`src/rtl/tmo_pkg.sv`:
```
// Purpose: Shared constants for the timer overflow-flag and one-shot qualifier.
// Assumes: 16-bit counter, two mode-select bits.
// Notes: Mode codes name the counting modes seen by the qualifier.
package tmo_pkg;
  // Counter width.
  localparam int CNT_W = 16;
  // Counter extremes.
  localparam logic [15:0] CNT_MAX = 16'hFFFF;
  localparam logic [15:0] CNT_ZERO = 16'h0000;
  localparam logic [15:0] CNT_ONE = 16'h0001;
  // Mode-select codes {hi, lo}.
  localparam logic [1:0] MODE_STOP = 2'h0;
  localparam logic [1:0] MODE_CLR_EDGE = 2'h1;
  localparam logic [1:0] MODE_FREE = 2'h2;
  localparam logic [1:0] MODE_CLR_MATCH = 2'h3;
  // One-shot pulse length in count clocks.
  localparam logic [15:0] OS_LEN = 16'h0001;
  // Reset value of the overflow flag.
  localparam logic FLAG_RST = 1'b0;
  // One-shot states.
  typedef enum logic [0:0] {TMO_OS_IDLE, TMO_OS_PULSE} tmo_os_state_t;
endpackage

```
`src/rtl/tmo_sync.sv`:
```
// Purpose: Three-stage synchroniser with agreement filter for a pin input.
// Assumes: Single clock domain, clock enable freezes state.
// Notes: The first stage is read only by the second stage.
`timescale 1ns/100ps
module tmo_sync (
  input wire logic clk_in, // System clock.
  input wire logic rst_in, // Synchronous reset, active high.
  input wire logic ce_in, // Clock enable.
  input wire logic pin_in, // Asynchronous pin level.
  output logic level_out, // Filtered level.
  output logic rise_out // One-cycle pulse on filtered rise.
);
  logic s1; // First stage.
  logic s2; // Second stage.
  logic s3; // Third stage.
  logic agree; // Second and third stages agree.
  // Agreement between the later stages.
  assign agree = (s2 == s3);
  // Shift chain and filtered level.
  always_ff @(posedge clk_in)
  begin
    if (rst_in)
    begin
      s1 <= 1'b0;
      s2 <= 1'b0;
      s3 <= 1'b0;
      level_out <= 1'b0;
      rise_out <= 1'b0;
    end
    else if (ce_in)
    begin
      s1 <= pin_in;
      s2 <= s1;
      s3 <= s2;
      level_out <= agree ? s3 : level_out;
      rise_out <= agree & s3 & ~level_out;
    end
  end
endmodule

```
`src/rtl/tmo_ctl.sv`:
```
// Purpose: Overflow flag and one-shot qualification of a 16-bit timer.
// Assumes: Count pulses arrive as one-cycle enables on clk_in.
// Notes: Counter lives in this block; compare value and mode bits arrive as input ports.
// Functional notes
// RL1 - Any counter wrap sets overflow flag.
// RL2 - Match-clear from FFFFH also sets flag.
// RL3 - Clear ignored until counter reaches 0001H, an edge clear or a stop.
// RL4 - One-shot works in free and edge modes.
// RL5 - No one-shot in match-clear mode.
// RL6 - Mode bits 00 stop the counter.
// RL7 - Write zero clears flag outside window.
`timescale 1ns/100ps
module tmo_ctl (
  input wire logic clk_in, // System clock, 200 MHz.
  input wire logic rst_in, // Synchronous reset, active high.
  input wire logic ce_in, // Clock enable, freezes all state when low.
  input wire logic count_pulse_in, // One-cycle count clock enable.
  input wire logic mode_select_hi_in, // Upper mode-select bit.
  input wire logic mode_select_lo_in, // Lower mode-select bit.
  input wire logic [15:0] compare_capture_reg_a_in, // Compare value.
  input wire logic external_edge_input_in, // Pin that clears in edge mode.
  input wire logic flag_clear_in, // Software writes 0 to the flag.
  input wire logic oneshot_trig_in, // Software one-shot trigger.
  output logic overflow_flag_out, // Overflow flag.
  output logic [15:0] count_value_reg_out, // Counter value.
  output logic match_capture_irq_out, // Match pulse.
  output logic oneshot_out // One-shot pulse output.
);
  logic [15:0] cnt; // Counter.
  logic flag; // Overflow flag.
  logic window; // Post-wrap window where clears are ignored.
  logic oneshot; // One-shot output.
  logic irq; // Match pulse register.
  logic [15:0] os_cnt; // One-shot length counter.
  tmo_pkg::tmo_os_state_t os_state; // One-shot state.
  tmo_pkg::tmo_os_state_t next_os_state; // Next one-shot state.
  logic edge_lvl; // Filtered edge pin level.
  logic edge_rise; // Filtered rising edge of the pin.
  logic [1:0] mode; // Combined mode bits.
  logic running; // Timer is operating.
  logic step; // Counter advances this cycle.
  logic is_match; // Counter equals compare value.
  logic wrap_nat; // Natural wrap from FFFFH.
  logic wrap_match; // Match-clear from FFFFH.
  logic wrap_any; // Any wrap event.
  logic match_clr; // Match-clear in match mode.
  logic edge_clr; // Edge clear in edge mode.
  logic os_allowed; // Mode permits a one-shot.
  logic clear_ok; // Software clear takes effect.
  logic os_done; // One-shot length reached.
  logic [15:0] next_cnt; // Next counter value.

  // Synchronise the external pin.
  tmo_sync u_sync (
    .clk_in(clk_in),
    .rst_in(rst_in),
    .ce_in(ce_in),
    .pin_in(external_edge_input_in),
    .level_out(edge_lvl),
    .rise_out(edge_rise)
  );

  // Mode decode.
  assign mode = {mode_select_hi_in, mode_select_lo_in};
  // RL6 stop decode: 00 halts counting.
  assign running = (mode != tmo_pkg::MODE_STOP);
  assign step = running & count_pulse_in;
  assign is_match = (cnt == compare_capture_reg_a_in);
  assign match_clr = step & (mode == tmo_pkg::MODE_CLR_MATCH) & is_match;
  assign edge_clr = running & edge_rise & (mode == tmo_pkg::MODE_CLR_EDGE);
  // RL1 natural wrap detection.
  assign wrap_nat = step & (cnt == tmo_pkg::CNT_MAX) & ~match_clr;
  // RL2 match clear from FFFFH.
  assign wrap_match = match_clr & (cnt == tmo_pkg::CNT_MAX);
  assign wrap_any = wrap_nat | wrap_match;
  // RL3 clear blocked in window.
  assign clear_ok = flag_clear_in & ~window & ~wrap_any;
  // RL4 and RL5 mode qualification for one-shot.
  assign os_allowed = (mode == tmo_pkg::MODE_FREE) | (mode == tmo_pkg::MODE_CLR_EDGE);
  assign os_done = (os_cnt >= tmo_pkg::OS_LEN);

  // Next counter value: clear on match or edge, else increment.
  always_comb
  begin
    next_cnt = cnt;
    if (edge_clr | match_clr)
    begin
      next_cnt = tmo_pkg::CNT_ZERO;
    end
    else if (step)
    begin
      next_cnt = cnt + tmo_pkg::CNT_ONE;
    end
  end

  // One-shot state decode.
  always_comb
  begin
    next_os_state = os_state;
    case (os_state)
      tmo_pkg::TMO_OS_IDLE:
      begin
        // RL5 trigger ignored when not allowed.
        if (oneshot_trig_in & os_allowed)
        begin
          next_os_state = tmo_pkg::TMO_OS_PULSE;
        end
      end
      tmo_pkg::TMO_OS_PULSE:
      begin
        // RL4 pulse ends after its length or on leaving an allowed mode.
        if ((step & os_done) | ~os_allowed)
        begin
          next_os_state = tmo_pkg::TMO_OS_IDLE;
        end
      end
      default:
      begin
        next_os_state = tmo_pkg::TMO_OS_IDLE;
      end
    endcase
  end

  // Counter register.
  always_ff @(posedge clk_in)
  begin
    if (rst_in)
    begin
      cnt <= tmo_pkg::CNT_ZERO;
    end
    else if (ce_in)
    begin
      cnt <= next_cnt;
    end
  end

  // Overflow flag; a wrap wins over any clear.
  always_ff @(posedge clk_in)
  begin
    if (rst_in)
    begin
      flag <= tmo_pkg::FLAG_RST;
    end
    else if (ce_in)
    begin
      // RL1 RL2 set on wrap.
      if (wrap_any)
      begin
        flag <= 1'b1;
      end
      // RL7 software clear.
      else if (clear_ok)
      begin
        flag <= 1'b0;
      end
    end
  end

  // Window opens on wrap and closes on a count step, an edge clear or a stop.
  always_ff @(posedge clk_in)
  begin
    if (rst_in)
    begin
      window <= 1'b0;
    end
    else if (ce_in)
    begin
      // RL3 window tracking.
      if (wrap_any)
      begin
        window <= 1'b1;
      end
      else if (step | edge_clr | ~running)
      begin
        window <= 1'b0;
      end
    end
  end

  // Match pulse register.
  always_ff @(posedge clk_in)
  begin
    if (rst_in)
    begin
      irq <= 1'b0;
    end
    else if (ce_in)
    begin
      irq <= match_clr;
    end
  end

  // One-shot state, length counter and output.
  always_ff @(posedge clk_in)
  begin
    if (rst_in)
    begin
      os_state <= tmo_pkg::TMO_OS_IDLE;
      os_cnt <= tmo_pkg::CNT_ZERO;
      oneshot <= 1'b0;
    end
    else if (ce_in)
    begin
      os_state <= next_os_state;
      oneshot <= (next_os_state == tmo_pkg::TMO_OS_PULSE);
      if (next_os_state != tmo_pkg::TMO_OS_PULSE)
      begin
        os_cnt <= tmo_pkg::CNT_ZERO;
      end
      else if (step)
      begin
        os_cnt <= os_cnt + tmo_pkg::CNT_ONE;
      end
    end
  end

  // Outputs straight from flip-flops.
  assign overflow_flag_out = flag;
  assign count_value_reg_out = cnt;
  assign match_capture_irq_out = irq;
  assign oneshot_out = oneshot;
endmodule

```
`config.mk`:
```
export PLATFORM = sky130hd
export DESIGN_NAME = tmo_ctl
export DESIGN_NICKNAME = d
export VERILOG_FILES = /design/src/rtl/tmo_pkg.sv /design/src/rtl/tmo_sync.sv /design/src/rtl/tmo_ctl.sv
export SDC_FILE = /design/constraint.sdc
export NUM_CORES = 1
export LEC_CHECK = 0
export BUFFER_PORTS_ARGS = -buffer_cell sky130_fd_sc_hd__buf_2
export CORE_UTILIZATION = 30
export CTS_CLUSTER_SIZE = 24
export DETAILED_ROUTE_END_ITERATION = 12
export PLACE_DENSITY = 0.54
export SETUP_SLACK_MARGIN = 0.1
export SYNTH_ARGS = -nofsm -noshare
export SYNTH_HDL_FRONTEND = slang
export SYNTH_SLANG_ARGS = --single-unit
```
`constraint.sdc`:
```
create_clock -name clk_in -period 3.5 [get_ports clk_in]
set_clock_uncertainty 0.2 [all_clocks]
set_input_delay 0.525 -clock clk_in [delete_from_list [all_inputs] [get_ports clk_in]]
set_output_delay 0.525 -clock clk_in [all_outputs]
set_load 0.03 [all_outputs]
```
==> flow_summary.yaml <==
final_layout:
  antenna_cells: 0
  areaGrowthSynthToFinish_pct: 18.4
  regArea_um2: 821
  drive_above_1_share_pct: 19.6
  multi_input_area_um2: 1370
  final_cells: 416
  postLayoutCellArea_um2: 2690
  fillers: 810
  nets: 350
drt:
  top_layer_used: "met4"
  dr_total_vias: 1995
  met2_length_mm: 2.40
  dr.pass1.iters: 4
  drc: 0
  wirelength_mm: 5.38
  viasPerCell: 4.80
  drt-met1-wl_mm: 2.68
  ant_nets: 0
  routed-wl-met3_um: 239
  post_drt_wl_per_cell_um: 12.9
  drt_iter0_markers: 84
cts:
  max-clock-path-buffers: 2
  post_cts_buffers: 0
  cts.sinks: 41
  cts_root_buf: "clkbuf_8"
  clock_latency_ns: 0.29
  ctsHoldBuffers: 0
  cts_buffers: 5
  clk_pin_slew_ns: 0.08
  cts_htree_levels: 2
  cts_resized: 0
  cts_tree: "yes"
yosys:
  ys_types: 45
  yosysWarnings: 0
  synth_enable_flop_cells: 0
  syn_inst: 274
  synthFlopType: "dfxtp_1"
  synthArstFlopShare_pct: 0
  ys_seq_area_share_pct: 36.2
  synth_area_um2: 2270
  yosys_register_bits: 41
  syn-num-nets: 307
  synth_area_per_cell_um2: 8.28
job:
  cap_viol_max_count: 0
critical_path:
  rr_startpoint: "os_cnt[1]"
  path_cells: "buf_2 > inv_1 > ha_1 > nor2b_1 > o21ai_2 > nor4_4 > or3b_1 > o21ai_1"
  worst-path-max-fanout: 18
  cp-start-kind: "input port"
  slowest_stage: "nor4_4"
  crit_required_ns: 3.53
  arrival_ns: 2.50
  crit_path_max_incr_delay_ns: 0.43
  crit_start: "mode_select_hi_in"
  cpLargestDelayFamily: "simple AND/OR/NAND/NOR gates"
  crit_type: "input port to flip-flop"
  worst-path-buf-inv: 2
  end_kind: "flip-flop"
pwr:
  p_per_area_nw_per_um2: 350
  p_total_uw: 940
  ir_worst_vdd_mv: 0.147
  leakagePower_nw: 1.01
placed_design:
  gp_congestion: 0.809
  place_inst: 409
  pre_cts_slack_ns: 0.727
  placed_area_um2: 2580
  place_hpwl_mm: 4.04
  numPortBuffers: 43
sta:
  slew_violations: 0
  fmax_mhz: 404
  finalSetupTns_ns: 0
  tightest_slew_ns: 0.812
  final_hold_viol_count: 0
  setup_ws_ns: 1.03
  period_needed_ns: 2.47
  fin_crit_sh_pct: 70.7
  setup_viol: 0
  rsz0062_at_grt: "no"
  slew_headroom_pct: 45.9
floorplan:
  die_w_um: 89.0
  die_area_um2: 7910
  rows: 31
  start_util_pct: 31.1
  die_h_um: 89.0
  coreArea_um2: 7290
  ios: 44
min_path:
  hp-start: "external_edge_input_in"
  worstHoldPathType: "input port to flip-flop"
global_routing:
  grt_pass1_vias: 1679
  grt_max_degree: 24
  grt_overflow: 0
  grt_antenna_before_repair: 0
  track_usage_pct: 14.3
  grt_pass1_wl_mm: 8.58
run_status:
  status: "finished clean"
## worst register-to-register path: cells and delay by family (launching register included)
kind	cells	cell delay [ns]
adders and majority gates	1	0.19
DFF	1	0.39
buffers and inverters	1	0.08
AOI/OAI and AO/OA	2	0.37
and+or+nand+nor	3	1.04
## worst paths after layout
kind	cells past startpoint	slack, ns	endpoint
min	3	0.26	u_sync.s1
max	8	1.03	os_cnt[10]
min reg2reg	2	0.27	overflow_flag_out
max reg2reg	7	1.17	os_cnt[10]
## synth_stat cells (2+ instances only)
| library cell | number | area (um2) |
|---|---|---|
| a21oi_1 | 16 | 80.1 |
| a31oi_1 | 2 | 12.5 |
| and3_1 | 3 | 18.8 |
| buf_2 | 2 | 10.0 |
| clkbuf_1 | 5 | 18.8 |
| dfxtp_1 | 41 | 821 |
| ha_1 | 8 | 100 |
| inv_1 | 12 | 45.0 |
| mux2i_1 | 3 | 30.0 |
| nand2_1 | 29 | 109 |
| nand2b_1 | 6 | 37.5 |
| nand3_1 | 18 | 90.1 |
| nand3b_1 | 4 | 30.0 |
| nand4_1 | 9 | 56.3 |
| nor2_1 | 30 | 113 |
| nor2b_1 | 4 | 25.0 |
| nor3_1 | 6 | 30.0 |
| nor4_1 | 6 | 37.5 |
| nor4_2 | 3 | 37.5 |
| o21ai_0 | 5 | 25.0 |
| o21ai_2 | 2 | 17.5 |
| o22ai_1 | 3 | 18.8 |
| or3b_1 | 3 | 26.3 |
| xnor2_1 | 16 | 140 |
| xor2_1 | 18 | 158 |
## cell usage in the layout (no fill, tap or decap), types with 4 or more instances in the layout
cell type	instances
nor2_1	30
buf_2	43
xnor2_1	16
clkbuf_8	5
inv_1	12
nand2_1	29
dfxtp_1	41
o21ai_0	5
nand3_1	18
xor2_1	18
nand4_1	9
nor4_1	6
nor3_1	6
nor2b_1	4
ha_1	8
nand3b_1	4
nand2b_1	6
a21oi_1	16
## per-layer routing
| layer | vias up | GRT usage, % |
|---|---|---|
| li1 | 1039 | - |
| met1 | 918 | 21.2 |
| met2 | 33 | 20.3 |
| met3 | 5 | 3.23 |
| met4 | 0 | 5.05 |
| met5 | - | 0 |
## through the flow
| stage | util, % | hold WS, ns |
|---|---|---|
| 2_1_floorplan | - | 0.243 |
| 3_3_place_gp | 35.4 | 0.249 |
| 3_5_place_dp | 35.4 | 0.250 |
| 4_1_cts | 36.8 | 0.259 |
| 5_1_grt | 36.8 | 0.292 |
| 6_report | 36.8 | 0.265 |
## power breakdown
part           total, mW  internal (mW)  switching [mW]
Sequential         0.475          0.470         0.00497
Combinational     0.0939         0.0369          0.0571
Clock              0.370          0.207           0.163
Total              0.940          0.714           0.225
## kinds of logic (layout without fill, tap and decap cells)
kind of cell | count (synthesis) | after routing | synth area share, %
and+or+nand+nor | 129 | 129 | 30.3
DFF | 41 | 41 | 36.2
AOI/OAI and AO/OA | 39 | 39 | 11.2
xor gates and xnor gates | 34 | 34 | 13.1
buffers and inverters | 20 | 63 | 3.42
adders and majority gates | 8 | 8 | 4.41
muxes | 3 | 3 | 1.32
## area by class of cell
type / count / area share [%]
tap: 99 / 4.61
sequential: 41 / 30.6
timing repair buffer: 44 / 8.29
multi-input combinational: 213 / 51.0
clock buffer: 5 / 2.56
inverter: 12 / 1.68
clock inverter: 2 / 1.30
(Power assumes the default switching activity.)
